[config.mk]
export PLATFORM = sky130hd
export DESIGN_NAME = ext_irq_ctrl
export DESIGN_NICKNAME = d
export VERILOG_FILES = /design/src/common/ext_irq_pkg.sv /design/src/verilog/ext_irq_ctrl.sv /design/src/verilog/ext_irq_filter.sv
export SDC_FILE = /design/constraint.sdc
export NUM_CORES = 1
export LEC_CHECK = 0
export BUFFER_PORTS_ARGS = -buffer_cell sky130_fd_sc_hd__buf_2
export CORE_MARGIN = 2
export CORE_UTILIZATION = 62
export DETAILED_ROUTE_END_ITERATION = 8
export PLACE_DENSITY = 0.86
export SYNTH_ARGS = -nofsm -noshare
export SYNTH_HDL_FRONTEND = slang
export SYNTH_SLANG_ARGS = --single-unit
[constraint.sdc]
create_clock -name clk_in -period 20.1 [get_ports clk_in]
set_clock_uncertainty 0.1 [all_clocks]
set_input_delay 4.02 -clock clk_in [delete_from_list [all_inputs] [get_ports clk_in]]
set_output_delay 4.02 -clock clk_in [all_outputs]
set_load 0.05 [all_outputs]
[src/common/ext_irq_pkg.sv]
// Purpose: shared constants for the external and key input interrupt block
// Assumes: 8-bit registers on a 16-bit address port, 20 MHz peripheral clock
// Notes: control register offsets for the request lines are listed in the handover

package ext_irq_pkg;

	// register offsets
	localparam logic [15:0] ADDR_PIN_SELECT    = 16'h018e;
	localparam logic [15:0] ADDR_LOWV_CONTROL  = 16'h0190;
	localparam logic [15:0] ADDR_INPUT_ENABLE  = 16'h01fa;
	localparam logic [15:0] ADDR_FILTER_SELECT = 16'h01fc;
	localparam logic [15:0] ADDR_KEY_ENABLE    = 16'h01fe;
	localparam logic [15:0] ADDR_EXT0_CTRL     = 16'h005d;
	localparam logic [15:0] ADDR_EXT1_CTRL     = 16'h0059;
	localparam logic [15:0] ADDR_EXT2_CTRL     = 16'h0055;
	localparam logic [15:0] ADDR_EXT3_CTRL     = 16'h005a;
	localparam logic [15:0] ADDR_KEY_CTRL      = 16'h004d;

	// reset value shared by all registers
	localparam logic [7:0] REG_RESET = 8'h00;

	// request control register fields
	localparam int PRIO_LSB     = 0;
	localparam int PRIO_MSB     = 2;
	localparam int FLAG_BIT     = 3;
	localparam int EDGE_DIR_BIT = 4;

	// pin select fields
	localparam int ROUTE1_LSB = 1;
	localparam int ROUTE1_MSB = 3;
	localparam int ROUTE2_BIT = 4;
	localparam int ROUTE3_BIT = 6;
	localparam logic [7:0] PIN_SELECT_MASK = 8'h5e;

	// low-voltage control fields
	localparam int LOWV_PROTECT_BIT = 0;
	localparam int LOWV_SERIAL_BIT  = 1;
	localparam int LOWV_EXT_LSB     = 4;
	localparam int LOWV_EXT_MSB     = 7;

	// input 1 route codes
	localparam logic [2:0] ROUTE1_A = 3'h0;
	localparam logic [2:0] ROUTE1_B = 3'h1;
	localparam logic [2:0] ROUTE1_C = 3'h2;

	// raw pin vector positions
	localparam int PIN_EXT0   = 0;
	localparam int PIN_EXT1_A = 1;
	localparam int PIN_EXT1_B = 2;
	localparam int PIN_EXT1_C = 3;
	localparam int PIN_EXT2_A = 4;
	localparam int PIN_EXT2_B = 5;
	localparam int PIN_EXT3_A = 6;
	localparam int PIN_EXT3_B = 7;

	// filter select codes
	typedef enum logic [1:0]
	{
		FILT_NONE = 2'b00,
		FILT_F1   = 2'b01,
		FILT_F8   = 2'b10,
		FILT_F32  = 2'b11
	} filt_sel_t;

	// prescaler terminal counts for the sampling clocks
	localparam logic [4:0] F8_TERMINAL  = 5'h07;
	localparam logic [4:0] F32_TERMINAL = 5'h1f;

	// sources: 0..3 external inputs, 4 key input
	localparam int NUM_EXT = 4;
	localparam int NUM_SRC = 5;
	localparam int KEY_SRC = 4;
	localparam int FILTER_DEPTH = 3;

endpackage : ext_irq_pkg

[src/verilog/ext_irq_ctrl.sv]
// Purpose: external input and key input interrupt request logic with arbitration
// Assumes: pins are asynchronous; CPU gives ipl, ack and software interrupt strobes
// Notes: registers are 8 bits wide; read data appear one cycle after the strobe
//
// What this block does
// - each external input sets its request flag only while its enable bit is 1
// - both-edge select 0 uses one edge, 1 detects rising and falling
// - edge direction bit 0 picks falling edge, 1 picks rising edge
// - rewriting input enable sets no flag; only an edge on an enabled input does
// - filter field 00 none, 01 f1, 10 f8, 11 f32 sampling
// - filtered edge accepted only after three agreeing samples
// - pin select routes inputs 1 to 3 from alternative pins
// - low-voltage bits writable only while protect bit is 1
// - low-voltage bits 4 to 7 switch each input to CMOS threshold
// - serial low-voltage bit forces serial transmit pin to open drain
// - key pin edge raises key request and wakes the device
// - key pins have enable and polarity; 0 falling, 1 rising
// - an enabled key held active blocks requests from other key pins
// - highest programmed level wins; ties go by fixed hardware order
// - software interrupts bypass arbitration and clear no request flag
// - flags set by hardware, cleared by acknowledge; software writes 0 only
// - rewriting key enable may set key flag; software clears it

`timescale 1ns/100ps
`default_nettype none

module ext_irq_ctrl
	import ext_irq_pkg::*;
(
	input  wire logic        clk_in,            // 20 MHz peripheral clock
	input  wire logic        nrst_in,           // synchronous reset, active low
	input  wire logic [15:0] addr_in,           // register address
	input  wire logic [7:0]  wdata_in,          // register write data
	input  wire logic        wr_in,             // write strobe
	input  wire logic        rd_in,             // read strobe
	output logic      [7:0]  rdata_out,         // read data, cycle after rd_in
	input  wire logic [7:0]  ext_irq_pin_in,    // raw external pins, see package
	input  wire logic [3:0]  key_pin_in,        // raw key pins
	input  wire logic [2:0]  ipl_in,            // current cpu priority level
	input  wire logic        ack_in,            // cpu takes the presented request
	input  wire logic        swi_in,            // software interrupt being entered
	input  wire logic        serial_tx_data_in, // serial transmit bit
	input  wire logic        open_drain_select_in, // serial open-drain choice
	output logic             irq_req_out,       // a request beats ipl
	output logic      [2:0]  irq_src_out,       // winning source number
	output logic      [2:0]  irq_level_out,     // winning source level
	output logic             key_wake_out,      // key request pending, wakes cpu
	output logic      [3:0]  ext_lowv_out,      // per input CMOS threshold select
	output logic             serial_tx_pin_out, // serial transmit pin level
	output logic             serial_tx_pin_oe_out // serial transmit pin enable
);

	// decode one register address
	function automatic logic hit(input logic [15:0] a, input logic [15:0] off);
		hit = (a == off);
	endfunction : hit

	// registers
	logic [7:0]  pin_sel_reg;
	logic [7:0]  lowv_reg;
	logic [7:0]  in_en_reg;
	logic [7:0]  filt_sel_reg;
	logic [7:0]  key_en_reg;
	logic [2:0]  prio_reg [NUM_SRC];
	logic [3:0]  edge_dir_reg;
	logic [NUM_SRC-1:0] flag_reg;
	logic [NUM_SRC-1:0] flag_next;
	logic [7:0]  rdata_reg;
	logic [7:0]  rd_next;
	logic [4:0]  presc_reg;
	logic [7:0]  pin_s1_reg;
	logic [7:0]  pin_s2_reg;
	logic [3:0]  key_s1_reg;
	logic [3:0]  key_s2_reg;
	logic [3:0]  ext_prev_reg;
	logic        key_act_prev_reg;
	logic        irq_req_reg;
	logic [2:0]  irq_src_reg;
	logic [2:0]  irq_lvl_reg;
	logic        tx_pin_reg;
	logic        tx_oe_reg;

	// address decode
	wire wr_pin   = wr_in & hit(addr_in, ADDR_PIN_SELECT);
	wire wr_lowv  = wr_in & hit(addr_in, ADDR_LOWV_CONTROL);
	wire wr_en    = wr_in & hit(addr_in, ADDR_INPUT_ENABLE);
	wire wr_filt  = wr_in & hit(addr_in, ADDR_FILTER_SELECT);
	wire wr_key   = wr_in & hit(addr_in, ADDR_KEY_ENABLE);
	wire [NUM_SRC-1:0] wr_ctrl;
	assign wr_ctrl[0] = wr_in & hit(addr_in, ADDR_EXT0_CTRL);
	assign wr_ctrl[1] = wr_in & hit(addr_in, ADDR_EXT1_CTRL);
	assign wr_ctrl[2] = wr_in & hit(addr_in, ADDR_EXT2_CTRL);
	assign wr_ctrl[3] = wr_in & hit(addr_in, ADDR_EXT3_CTRL);
	assign wr_ctrl[4] = wr_in & hit(addr_in, ADDR_KEY_CTRL);

	// sampling clock ticks from a free prescaler
	wire tick_f1  = 1'b1;
	wire tick_f8  = (presc_reg[2:0] == F8_TERMINAL[2:0]);
	wire tick_f32 = (presc_reg == F32_TERMINAL);

	// pin routing, unused route reads as idle high
	wire [2:0] route1 = pin_sel_reg[ROUTE1_MSB:ROUTE1_LSB];
	wire [3:0] ext_lvl;
	assign ext_lvl[0] = pin_s2_reg[PIN_EXT0];
	assign ext_lvl[1] = (route1 == ROUTE1_A) ? pin_s2_reg[PIN_EXT1_A] :
	                    (route1 == ROUTE1_B) ? pin_s2_reg[PIN_EXT1_B] :
	                    (route1 == ROUTE1_C) ? pin_s2_reg[PIN_EXT1_C] : 1'b1;
	assign ext_lvl[2] = pin_sel_reg[ROUTE2_BIT] ? pin_s2_reg[PIN_EXT2_B]
	                                            : pin_s2_reg[PIN_EXT2_A];
	assign ext_lvl[3] = pin_sel_reg[ROUTE3_BIT] ? pin_s2_reg[PIN_EXT3_B]
	                                            : pin_s2_reg[PIN_EXT3_A];

	// per input filter, selection and edge detection
	wire [3:0] ext_cur;
	wire [3:0] ext_evt;
	genvar gi;
	generate
		for (gi = 0; gi < NUM_EXT; gi++)
		begin : g_ext
			filt_sel_t fsel;
			logic      tick;
			logic      filt;
			logic      fall;
			logic      rise;
			assign fsel = filt_sel_t'(filt_sel_reg[2*gi+1:2*gi]);
			assign tick = (fsel == FILT_F1)  ? tick_f1 :
			              (fsel == FILT_F8)  ? tick_f8 :
			              (fsel == FILT_F32) ? tick_f32 : 1'b0;
			ext_irq_filter u_filt
			(
				.clk_in   (clk_in),
				.nrst_in  (nrst_in),
				.tick_in  (tick),
				.level_in (ext_lvl[gi]),
				.filt_out (filt)
			);
			assign ext_cur[gi] = (fsel == FILT_NONE) ? ext_lvl[gi] : filt;
			assign fall = ext_prev_reg[gi] & ~ext_cur[gi];
			assign rise = ~ext_prev_reg[gi] & ext_cur[gi];
			assign ext_evt[gi] = in_en_reg[2*gi] &
			                     (in_en_reg[2*gi+1] ? (fall | rise) :
			                      (edge_dir_reg[gi] ? rise : fall));
		end
	endgenerate

	// key inputs: polarity adjust and merge
	wire [3:0] key_act;
	wire       key_any;
	wire       key_evt;
	generate
		for (gi = 0; gi < 4; gi++)
		begin : g_key
			assign key_act[gi] = key_en_reg[2*gi] &
			                     (key_en_reg[2*gi+1] ? key_s2_reg[gi] : ~key_s2_reg[gi]);
		end
	endgenerate
	assign key_any = |key_act;
	// a held key masks others; key edge event
	assign key_evt = key_any & ~key_act_prev_reg;

	// low-voltage protected write
	wire [7:0] lowv_wr_val;
	// protected bits follow only when protect is 1
	assign lowv_wr_val = lowv_reg[LOWV_PROTECT_BIT] ?
	                     {wdata_in[LOWV_EXT_MSB:LOWV_EXT_LSB], 2'b00,
	                      wdata_in[LOWV_SERIAL_BIT], wdata_in[LOWV_PROTECT_BIT]} :
	                     {lowv_reg[LOWV_EXT_MSB:LOWV_EXT_LSB], 2'b00,
	                      lowv_reg[LOWV_SERIAL_BIT], wdata_in[LOWV_PROTECT_BIT]};

	// request flags: set beats clear
	wire [NUM_SRC-1:0] flag_set = {key_evt, ext_evt};
	wire [NUM_SRC-1:0] sw_clr;
	wire [NUM_SRC-1:0] ack_clr;
	generate
		for (gi = 0; gi < NUM_SRC; gi++)
		begin : g_flag
			// software writes only 0; ack clears
			assign sw_clr[gi]  = wr_ctrl[gi] & ~wdata_in[FLAG_BIT];
			assign ack_clr[gi] = ack_in & ~swi_in & irq_req_reg &
			                     (irq_src_reg == 3'(gi));
			assign flag_next[gi] = flag_set[gi] |
			                       (flag_reg[gi] & ~sw_clr[gi] & ~ack_clr[gi]);
		end
	endgenerate

	// arbitration over pending requests
	logic       win_req;
	logic [2:0] win_src;
	logic [2:0] win_lvl;
	// highest level, lowest number on ties
	always_comb
	begin
		win_req = 1'b0;
		win_src = 3'h0;
		win_lvl = 3'h0;
		for (int i = NUM_SRC - 1; i >= 0; i--)
		begin
			if (flag_reg[i] && (prio_reg[i] > ipl_in) && (prio_reg[i] >= win_lvl))
			begin
				win_req = 1'b1;
				win_src = 3'(i);
				win_lvl = prio_reg[i];
			end
		end
	end

	// read data select
	always_comb
	begin
		rd_next = 8'h00;
		if (hit(addr_in, ADDR_PIN_SELECT))
			rd_next = pin_sel_reg;
		else if (hit(addr_in, ADDR_LOWV_CONTROL))
			rd_next = lowv_reg;
		else if (hit(addr_in, ADDR_INPUT_ENABLE))
			rd_next = in_en_reg;
		else if (hit(addr_in, ADDR_FILTER_SELECT))
			rd_next = filt_sel_reg;
		else if (hit(addr_in, ADDR_KEY_ENABLE))
			rd_next = key_en_reg;
		else
		begin
			for (int i = 0; i < NUM_SRC; i++)
			begin
				if (wr_ctrl[i] | (hit(addr_in, ADDR_EXT0_CTRL) && i == 0) |
				    (hit(addr_in, ADDR_EXT1_CTRL) && i == 1) |
				    (hit(addr_in, ADDR_EXT2_CTRL) && i == 2) |
				    (hit(addr_in, ADDR_EXT3_CTRL) && i == 3) |
				    (hit(addr_in, ADDR_KEY_CTRL) && i == KEY_SRC))
				begin
					rd_next[PRIO_MSB:PRIO_LSB] = prio_reg[i];
					rd_next[FLAG_BIT]          = flag_reg[i];
					rd_next[EDGE_DIR_BIT]      = (i < NUM_EXT) ? edge_dir_reg[i % NUM_EXT]
					                                           : 1'b0;
				end
			end
		end
	end

	// serial transmit pin drive
	wire tx_open_drain = lowv_reg[LOWV_SERIAL_BIT] | open_drain_select_in;

	// synchronisers, prescaler and edge history
	always_ff @(posedge clk_in)
	begin
		if (!nrst_in)
		begin
			pin_s1_reg       <= 8'hff;
			pin_s2_reg       <= 8'hff;
			key_s1_reg       <= 4'hf;
			key_s2_reg       <= 4'hf;
			presc_reg        <= 5'h00;
			ext_prev_reg     <= 4'hf;
			key_act_prev_reg <= 1'b0;
		end
		else
		begin
			pin_s1_reg       <= ext_irq_pin_in;
			pin_s2_reg       <= pin_s1_reg;
			key_s1_reg       <= key_pin_in;
			key_s2_reg       <= key_s1_reg;
			presc_reg        <= presc_reg + 5'h01;
			ext_prev_reg     <= ext_cur;
			key_act_prev_reg <= key_any;
		end
	end

	// configuration registers
	always_ff @(posedge clk_in)
	begin
		if (!nrst_in)
		begin
			pin_sel_reg  <= REG_RESET;
			lowv_reg     <= REG_RESET;
			in_en_reg    <= REG_RESET;
			filt_sel_reg <= REG_RESET;
			key_en_reg   <= REG_RESET;
		end
		else
		begin
			if (wr_pin)
				pin_sel_reg <= wdata_in & PIN_SELECT_MASK;
			if (wr_lowv)
				lowv_reg <= lowv_wr_val;
			if (wr_en)
				in_en_reg <= wdata_in;
			if (wr_filt)
				filt_sel_reg <= wdata_in;
			if (wr_key)
				key_en_reg <= wdata_in;
		end
	end

	// request control registers and flags
	always_ff @(posedge clk_in)
	begin
		if (!nrst_in)
		begin
			for (int i = 0; i < NUM_SRC; i++)
				prio_reg[i] <= 3'h0;
			edge_dir_reg <= 4'h0;
			flag_reg     <= '0;
		end
		else
		begin
			for (int i = 0; i < NUM_SRC; i++)
				if (wr_ctrl[i])
					prio_reg[i] <= wdata_in[PRIO_MSB:PRIO_LSB];
			for (int i = 0; i < NUM_EXT; i++)
				if (wr_ctrl[i])
					edge_dir_reg[i] <= wdata_in[EDGE_DIR_BIT];
			flag_reg <= flag_next;
		end
	end

	// registered outputs
	always_ff @(posedge clk_in)
	begin
		if (!nrst_in)
		begin
			rdata_reg   <= 8'h00;
			irq_req_reg <= 1'b0;
			irq_src_reg <= 3'h0;
			irq_lvl_reg <= 3'h0;
			tx_pin_reg  <= 1'b1;
			tx_oe_reg   <= 1'b0;
		end
		else
		begin
			rdata_reg   <= rd_in ? rd_next : 8'h00;
			irq_req_reg <= win_req & ~(ack_in & ~swi_in);
			irq_src_reg <= win_src;
			irq_lvl_reg <= win_lvl;
			tx_pin_reg  <= serial_tx_data_in;
			tx_oe_reg   <= ~tx_open_drain | ~serial_tx_data_in;
		end
	end

	assign rdata_out            = rdata_reg;
	assign irq_req_out          = irq_req_reg;
	assign irq_src_out          = irq_src_reg;
	assign irq_level_out        = irq_lvl_reg;
	assign key_wake_out         = flag_reg[KEY_SRC];
	assign ext_lowv_out         = lowv_reg[LOWV_EXT_MSB:LOWV_EXT_LSB];
	assign serial_tx_pin_out    = tx_pin_reg;
	assign serial_tx_pin_oe_out = tx_oe_reg;

endmodule : ext_irq_ctrl

`default_nettype wire

[src/verilog/ext_irq_filter.sv]
// Purpose: three-sample digital noise filter for one external input
// Assumes: level_in is already synchronised to clk_in
// Notes: output only moves when all held samples agree

`timescale 1ns/100ps
`default_nettype none

module ext_irq_filter
	import ext_irq_pkg::*;
(
	input  wire logic clk_in,       // peripheral clock
	input  wire logic nrst_in,      // synchronous reset, active low
	input  wire logic tick_in,      // sampling clock enable pulse
	input  wire logic level_in,     // synchronised pin level
	output logic      filt_out      // filtered level
);

	logic [FILTER_DEPTH-1:0] samp_reg;
	logic                    filt_reg;
	wire                     all_high = &samp_reg;
	wire                     all_low  = ~|samp_reg;

	// sample shift and agreement check; idle level is high
	always_ff @(posedge clk_in)
	begin
		if (!nrst_in)
		begin
			samp_reg <= '1;
			filt_reg <= 1'b1;
		end
		else
		begin
			if (tick_in)
				samp_reg <= {samp_reg[FILTER_DEPTH-2:0], level_in};
			if (all_high)
				filt_reg <= 1'b1;
			else if (all_low)
				filt_reg <= 1'b0;
		end
	end

	assign filt_out = filt_reg;

endmodule : ext_irq_filter

`default_nettype wire
# [After elaboration in Yosys (flattened, before gate mapping)]
# Memories as Yosys holds them, arrays and structs flattened.
# Index checks and enable logic that the tools add are counted.
[classes] bitwise=101 magnitude_cmp=10 n_mux=79 n_reduce_logical=35 addsub=1 eq_ne=30
[ops] operator="16-bit by 7-bit equality test with 1-bit output, second input constant" count=5
[ops] operator="16-bit by 9-bit equality test with 1-bit output, second input constant" count=5
[ops] operator="1-bit 2-to-1 mux" count=55
[ops] operator="1-bit AND" count=50
[ops] operator="3-bit 2-to-1 mux" count=12
[ops] operator="5-bit 2-to-1 mux" count=6
[ops] operator="1-bit inverter" count=30
[ops] operator="8-bit 2-to-1 mux" count=3
[ops] operator="1-bit bitwise OR" count=21
[ops] operator="2-bit equality test, second input constant" count=8
[ops] operator="3-bit greater-than comparator" count=5
[ops] operator="3-bit OR reduction" count=5
[ops] operator="3-bit >= comparator" count=4
[ops] operator="3-bit AND reduction" count=4
[ops] operator="2-bit OR reduction" count=6
[ops] operator="1-bit logical AND" count=10
[ops] operator="3-bit by 2-bit equality test with 1-bit output, second input constant" count=3
[ops] operator="2-bit by 1-bit equality test with 1-bit output, second input constant" count=4
[ops] operator="2-bit logical NOT" count=4
[ops] operator="7-bit 2-to-1 mux" count=1
[ops] operator="3-bit by 1-bit equality test with 1-bit output, second input constant" count=2
[ops] operator="3-bit equality test, second input constant" count=2
[ops] operator="3-bit logical NOT" count=2
[ops] operator="5-bit by 1-bit adder with 5-bit output, second input constant" count=1
[ops] operator="6 further kinds" count=8
[totals] regBits=113 in_bits=47 memories=1 out_inout_bits=22 ramBits=15 word_cells=292
[mem_list] memory="prio_reg" depth=5 width=3 rd=5 rd_clocked_by_memory_dff=0 wr=5 line="ext_irq_ctrl.sv:64" text="logic [2:0] prio_reg [NUM_SRC];"

# [Longest topological paths before layout]
# Gate-level depths: netlist of run 1.
# An unclocked memory read counts as a cell.
[depth] depth_word=18 ltp_mapped=33 depth_no_buf=32

# [Cells and area by module]
# From an unflattened synthesis of run 1, not the netlist that was laid out.
[hier_totals] cells_unflattened=652 area_unflattened_um2=6224.7
[modules_own_cells] mod="ext_irq_ctrl" cells_per_inst=596 instances=1 area_each_um2=5644.2 seq_area_each_um2=2352.3
[modules_own_cells] mod="ext_irq_filter" cells_per_inst=14 instances=4 area_each_um2=145.1 seq_area_each_um2=80.1

# [Least setup slack after synthesis of run 1]
# No wires, ideal clock.
[synth_timing] path_type="input-to-reg" from="input port ipl_in[2]" to="register irq_lvl_reg[1], in the netlist irq_level_out[1]" required_time_ns=19.913 setup_time_ns=0.087 arrival_ns=10.342 slack_ns=9.571 cell_stages=33 n_path_buf=1 path_cell_list="inv_1 ha_1 and3_1 a211oi_1 nand2_1 ha_1 o21ai_0 o21bai_1 and3_1 clkbuf_1 mux2_2 ha_1 nor2b_1 nand2_1 nand4b_1 o211ai_1 a31oi_1 mux2i_1 inv_1 ha_1 nand2b_1 a21o_1 maj3_1 nand3_1 o21ai_0 ha_1 nand2b_1 a21oi_1 nor2b_1 o2111ai_1 nand3_1 o32a_1 o31ai_1"
[synth_between] elab_chain_cells=16 elab_cells_between_ends=24 classes_between="9 x order compare; 5 x mux; 10 x reduce/logical"
[synth_lines] element="start: declaration" line="ext_irq_ctrl.sv:39" text="input wire logic [2:0] ipl_in,"
[synth_lines] element="3-bit greater-than comparator" line="ext_irq_ctrl.sv:198" text="if (flag_reg[i] && (prio_reg[i] > ipl_in) && (prio_reg[i] >= win_lvl))"
[synth_lines] element="1-bit logical AND (2 in series)" line="ext_irq_ctrl.sv:198"
[synth_lines] element="3-bit 2-to-1 mux" line="ext_irq_ctrl.sv:198"
[synth_lines] element="3-bit >= comparator" line="ext_irq_ctrl.sv:198"
[synth_lines] element="1-bit logical AND" line="ext_irq_ctrl.sv:198"
[synth_lines] element="3-bit 2-to-1 mux" line="ext_irq_ctrl.sv:198"
[synth_lines] element="3-bit >= comparator" line="ext_irq_ctrl.sv:198"
[synth_lines] element="1-bit logical AND" line="ext_irq_ctrl.sv:198"
[synth_lines] element="3-bit 2-to-1 mux" line="ext_irq_ctrl.sv:198"
[synth_lines] element="3-bit >= comparator" line="ext_irq_ctrl.sv:198"
[synth_lines] element="1-bit logical AND" line="ext_irq_ctrl.sv:198"
[synth_lines] element="3-bit 2-to-1 mux" line="ext_irq_ctrl.sv:198"
[synth_lines] element="3-bit >= comparator" line="ext_irq_ctrl.sv:198"
[synth_lines] element="1-bit logical AND" line="ext_irq_ctrl.sv:198"
[synth_lines] element="3-bit 2-to-1 mux *" line="ext_irq_ctrl.sv:198"
[synth_lines] element="end signal: assignment" line="ext_irq_ctrl.sv:333" text="irq_lvl_reg <= win_lvl;"
[synth_lines] element="end: declaration" line="ext_irq_ctrl.sv:79" text="logic [2:0] irq_lvl_reg;"
# Mark *: on every way between the ends. The rest lies on a longest branch, timed or not.
# A chain may end at the register's enable or synchronous reset.

# [Final worst setup path of run 1]
# Same ends and word-level chain as after synthesis.

==> metrics.txt, run 1 <==
status finished, final reports clean; syn_area_per_cell 9.171 µm²; mux contribution to synthesized area slightly above 7%; count leader, synth dfxtp_1; clock buffer count from CTS 17; Reg clk slew, reported paths about 0.060 ns; post-synthesis xor/xnor area fraction less than 1%; clock network power share between 50 and 60%; Synth Area in Simple Gates 21.33%; global placement routability congestion between 0.9 and 1; RSZ-0062 raised after global routing no; Synth cell types 60; Post-DRT Antenna Nets 0; Max-Cap Viols 0; syn nets between 700 and 800; Total Routed Length between 15 and 20 mm; largest net degree at the start of global routing about 110; gr usage total roughly 30%; post-synthesis adder-cell area fraction under 10%; Mapped Cells 680; vias per inst around 6; Hold Buf Count CTS 0; Sw Pwr 141.4 µW; critical path data arrival time ~12 ns; Tmin final 11.17 ns; top post-synthesis cells by area dfxtp_1 36%, edfxtp_1 7.2%, ha_1 7.0%, nand2_1 5.7%, mux2i_1 5.5%; Sink Count 126; cell area power density between 80 and 90 mW/mm²; share of cells above drive strength 1 15.58%; Comb pwr share approximately 5.5%; Synth top area share 35.63%; I/O Buffers 68; register area around 0.0027 mm²; predominant post-synthesis flop cell dfxtp_1; DR pass1 iterations 6; Leak ~0.0028 µW; number of flip-flops in the largest register 15; postcts setup bufs 0; final hold vios 0; Startpoint Class primary input; CP max stage cell a211oi_1; synthesized cell area around 0.0062 mm²; Vias around 5300; Post-DP HPWL around 11 mm; Skew-Pair Late Insertion Delay 0.52 ns; drc violations 0; share of flip-flops with an asynchronous set or reset 0%; Rel. slew slack ~34%; CP Data Required Time about 20 ns; Max FO, Critical Path 11; row cnt 36; Core Footprint slightly below 0.01 mm²; fin. max-slew vios 0; first-pass GRT wire length 25.86 mm; Max Clk Rate just under 90 MHz; Initial Util between 60 and 70%; Total Power between 600 and 700 µW; CTS resizes 0; dominant combinational cell family by area after synthesis simple AND/OR/NAND/NOR gates; footprint of the multi-input gates 0.003284 mm²; CP most frequent cell ha_1; Worst path max stage delay between 0.6 and 0.7 ns; placed cells between 800 and 900; setup TNS 0 ns; Final setup viols 0; H-tree levels 4; gr ovfl total 0; DR WL/cell approximately 18 µm; worst slew pin tran ~0.99 ns; sw frac 23.38%; Ant. Diodes 0; vias in the first global route between 5000 and 6000; CTS Root Cell clkbuf_8; Yosys reg bits ~130; area leader, netlist dfxtp_1; I/O Pins 69; Die Footprint around 0.011 mm²; fin cells 884; Seq pwr share a little over two fifths; Die H 104.3 µm; Synth Area in Compound Gates between 10% and 20%; Bufs on Longest Clock Path 2; CTS tree yes; Die Width ~100 µm; period utilization between 50% and 60%; P&R area growth vs syn 15.13%; share of the yosys chip area belonging to registers 42.86%; maximum vdd drop 61.38 µV; HP Class flop to flop; Post-synth EDFFs 15; initial antenna violation count 0; Synth Warn # 0; top cells by count, synth 111 x dfxtp_1, 95 x nand2_1, 35 x ha_1, 34 x mux2i_1, 34 x nand2b_1; DRT iter0 DRCs 456; P_int 463.3 µW; number of fill cells in the layout between 700 and 800; Critical Path End Type flop; kind of critical path primary input to flop; post-layout net count between 800 and 900
worst paths after layout:
check	start	end	slack, ns	cells past startpoint
hold / removal	key_s1_reg[3]$_SDFF_PN1_	key_s2_reg[3]$_SDFF_PN1_	0.31	1
hold reg to reg	key_s1_reg[3]$_SDFF_PN1_	key_s2_reg[3]$_SDFF_PN1_	0.31	1
setup reg to reg	prio_reg[0][14]$_DFFE_PP_	irq_level_out[1]$_SDFF_PN0_	12.20	31
setup / recovery	ipl_in[2]	irq_level_out[1]$_SDFF_PN0_	8.93	33
kinds of logic after synthesis:
kind of cell | after synthesis
flip-flops | 126
AND/OR/NAND/NOR | 261
AO/OA/AOI/OAI | 149
multiplexers | 43
adder cells (fa/ha/maj) | 37
buffers and inverters | 59
XOR/XNOR | 5
cell type report:
| cell class | count | share of cell area [%] |
|---|---|---|
| well taps | 133 | 2.318 |
| flip-flops and latches | 126 | 37.23 |
| repair buffers | 69 | 4.845 |
| multi-input cells | 495 | 45.75 |
| clock inverters | 15 | 2.579 |
| clock buffers | 17 | 5.769 |
| inverters | 29 | 1.516 |
worst max-delay path, delay by kind of cell:
family / cells / cell delay [ns]
buf+inv: 3 / 0.34
simple gates: 11 / 1.93
fa+ha+maj: 6 / 1.87
mux: 2 / 0.69
compound gates: 11 / 2.67
power by group through the flow:
stage / registers (µW) / logic (µW) / clock network (µW)
after global placement: 268 / 31.3 / 0
after floorplan: 267 / 20.9 / 0
after detailed placement: 268 / 32.6 / 0
final: 263 / 33.4 / 309
after global routing: 263 / 37.2 / 321
after CTS: 263 / 33.1 / 310
layout by cell type (no fill, tap or decap), drive strengths merged, types with 3 or more instances in the layout:
cell type,synthesis,layout
nor2,29,29
a22oi,12,12
o21ai,24,24
o21a,6,6
ha,35,35
clkbuf,17,17
nand2,95,95
or2,3,3
a21oi,30,30
inv,29,33
mux2i,34,34
nor4,4,4
o22ai,3,3
or4,3,3
edfxtp,15,15
bufinv,0,3
a31oi,8,8
a21boi,27,27
and2,14,14
mux2,9,9
nor2b,30,30
a211oi,3,3
o211ai,14,14
a221o,3,3
nand3,24,24
and3,4,4
nand3b,5,5
xnor2,5,5
nand4,5,5
nor3,4,4
buf,13,69
clkinv,0,6
nand2b,34,34
dfxtp,111,111
per-stage QoR:
step	hold slack, ns	utilization, %	instance area, µm²	setup WS (ns)
final	0.3062	73.45	7179	8.929
after global routing	0.3228	73.45	7179	8.341
after CTS	0.3084	73.45	7179	9.034
after detailed placement	0.2936	67.32	6580	8.469
after global placement	0.2897	67.32	6580	8.705
after floorplan	0.2863	-	6236	9.571
per-layer routing:
layer  up-vias  share of wire (%)  GRT usage (%)
li1       2510                  -              -
met1      2487                 39          34.75
met2       260                 50          52.24
met3        51                7.3          6.078
met4         0                3.6          14.67
met5         -                  0              0
(Power assumes the default switching activity.)
==> run 2, diff against run 1 <==
CORE_UTILIZATION = 59   (was 62)
PLACE_DENSITY = 0.82   (was 0.86)
clock period = 10.8 ns   (was 20.1 ns; I/O delays follow)
==> run 2 against run 1 <==
Compared with the run above: design area is 0.59% higher; die area is 4.9% higher; routed wire length is 0.26% higher; hold slack better by 0.00079 ns; power is 91% higher; setup slack worse by 7.6 ns; count of clock-buffer cells in the layout stayed put; clock power is 96% higher; critical path depth stayed put; global-route usage is 0.21 points lower; cell count is 0.34% higher; sequential share of layout area is 0.22 points lower; critical endpoint unchanged; largest power group unchanged; highest routed layer unchanged.
==> metrics.txt, run 2 (synthesis gave the netlist of run 1 again) <==
CTS tree yes; setup TNS 0 ns; drc violations 0; CP Data Required Time 11.14 ns; final hold vios 0; CP most frequent cell ha_1; critical path data arrival time 9.82 ns; Post-DP HPWL about 12 mm; Skew-Pair Late Insertion Delay between 0.5 and 0.6 ns; Ant. Diodes 0; first-pass GRT wire length roughly 26 mm; Tmin final ~9.5 ns; most common cell after layout, fill and taps aside dfxtp_1; Sink Count about 130; Total Routed Length around 16 mm; H-tree levels 4; Rel. slew slack a little under a third; number of fill cells in the layout between 700 and 800; Critical Path End Type flop; Die Width about 110 µm; Max FO, Critical Path 11; Final setup viols 0; DP Worst Slack between 0.8 and 0.9 ns; Core Footprint 0.01028 mm²; I/O Pins 69; WL met2 between 8 and 9 mm; Die H between 100 and 150 µm; fin. max-slew vios 0; final instance area a little over 0.007 mm²; vias in the first global route 5249; Die Footprint roughly 0.011 mm²; Initial Util 60.68%; HP Class flop to flop; DR pass1 iterations 6; metal3 WL 885 µm; met1 WL approximately 6.3 mm; share of cells above drive strength 1 about 16%; row cnt 37; Worst path max stage delay approximately 0.77 ns; WHS 0.3070 ns; DRT iter0 DRCs between 400 and 500; Max-Cap Viols 0; global placement routability congestion 0.9431; gr usage total approximately 30%; CP max stage cell a211oi_1; largest net degree at the start of global routing 113; Vias approximately 5200; vias per inst 5.896; most frequent cells in the layout 111 x dfxtp_1, 95 x nand2_1, 68 x buf_2; Startpoint Class primary input; worst hold start key_s1_reg[1]$_SDFF_PN1_; hold path endpoint key_s2_reg[1]$_SDFF_PN1_; highest routed metal layer met4; dpl cell area 0.006584 mm²; postcts setup bufs 0; P&R area growth vs syn 15.81%; worst reg-to-reg path cell count 31; clock buffer count from CTS 17; I/O Buffers between 60 and 70; CTS Root Cell clkbuf_8; period utilization between 80% and 90%; post-layout net count 820; cell area power density between 150 and 200 mW/mm²; worst slew pin tran around 1.0 ns; Hold Buf Count CTS 0; Core Util, Final roughly 70%; RSZ-0062 raised after global routing no; fin worst setup slack 1.314 ns; Reg clk slew, reported paths about 0.06 ns; CTS resizes 0; status finished, final reports clean; gr ovfl total 0; reg2reg start prio_reg[0][13]$_DFFE_PP_; maximum vdd drop ~120 µV; DR WL/cell ~18 µm; Post-DRT Antenna Nets 0; capture point of the worst reg-to-reg path irq_level_out[1]$_SDFF_PN0_; Max Clk Rate ~110 MHz; number of flip-flops in the largest register 15; Bufs on Longest Clock Path 2; initial antenna violation count 0; R2R Setup Slk approximately 2.7 ns; Leak approximately 0.0028 µW; kind of critical path primary input to flop; Min-Delay Path Depth 1
[run 2: cell types whose count changed in the layout (fill, tap and decap cells not counted), sizes merged]
cell / delta
clkinvlp: -2
clkinv: -2
bufinv: +1
inv: +3
[run 2: area by class of cell]
class                      instances  area [µm²]  area share [%]
timing repair buffer              69       347.8           4.816
clock buffer                      17       414.1           5.735
tap                              136       170.2           2.356
multi-input combinational        495        3284           45.48
inverter                          29       108.9           1.507
clock inverter                    15       224.0           3.101
sequential                       126        2673           37.01
[run 2: critical path, delay by kind of cell]
kind	cells	cell delay (ns)
AO/OA/AOI/OAI	11	2.69
adder cells (fa/ha/maj)	6	1.90
buffers and inverters	3	0.32
multiplexers	2	0.80
AND/OR/NAND/NOR	11	1.94
[run 2: report_power, final]
| group | leakage, µW | total, µW | switching (µW) | internal (µW) |
|---|---|---|---|---|
| logic | 0.00149 | 61.5 | 36.4 | 25.0 |
| registers | 0.00104 | 489 | 6.60 | 482 |
| clock network | 0.000314 | 607 | 224 | 384 |
| total | 0.00285 | 1160 | 267 | 891 |
[run 2: worst max-delay path by stage]
stage                     startpoint                          end  slack [ns]  cells past startpoint
after floorplan            ipl_in[2]  irq_level_out[1]$_SDFF_PN0_        2.13                     33
after CTS                  ipl_in[2]  irq_level_out[1]$_SDFF_PN0_        1.39                     33
after detailed placement   ipl_in[2]  irq_level_out[1]$_SDFF_PN0_        0.86                     33
after global placement     ipl_in[2]  irq_level_out[1]$_SDFF_PN0_        1.10                     33
after global routing       ipl_in[2]  irq_level_out[1]$_SDFF_PN0_        0.66                     33
final                      ipl_in[2]  irq_level_out[1]$_SDFF_PN0_        1.31                     33
[run 2: metrics by stage]
step | cells | power [µW]
2_1_floorplan | 680 | 536.8
3_3_place_gp | 855 | 557.4
3_5_place_dp | 855 | 559.9
4_1_cts | 887 | 1162
5_1_grt | 887 | 1189
6_report | 887 | 1158
[run 2: per-layer routing]
layer / vias up / global-route usage (%)
met2: 211 / 51.55
li1: 2523 / -
met5: - / 0
met3: 54 / 6.322
met1: 2442 / 33.85
met4: 0 / 16.60
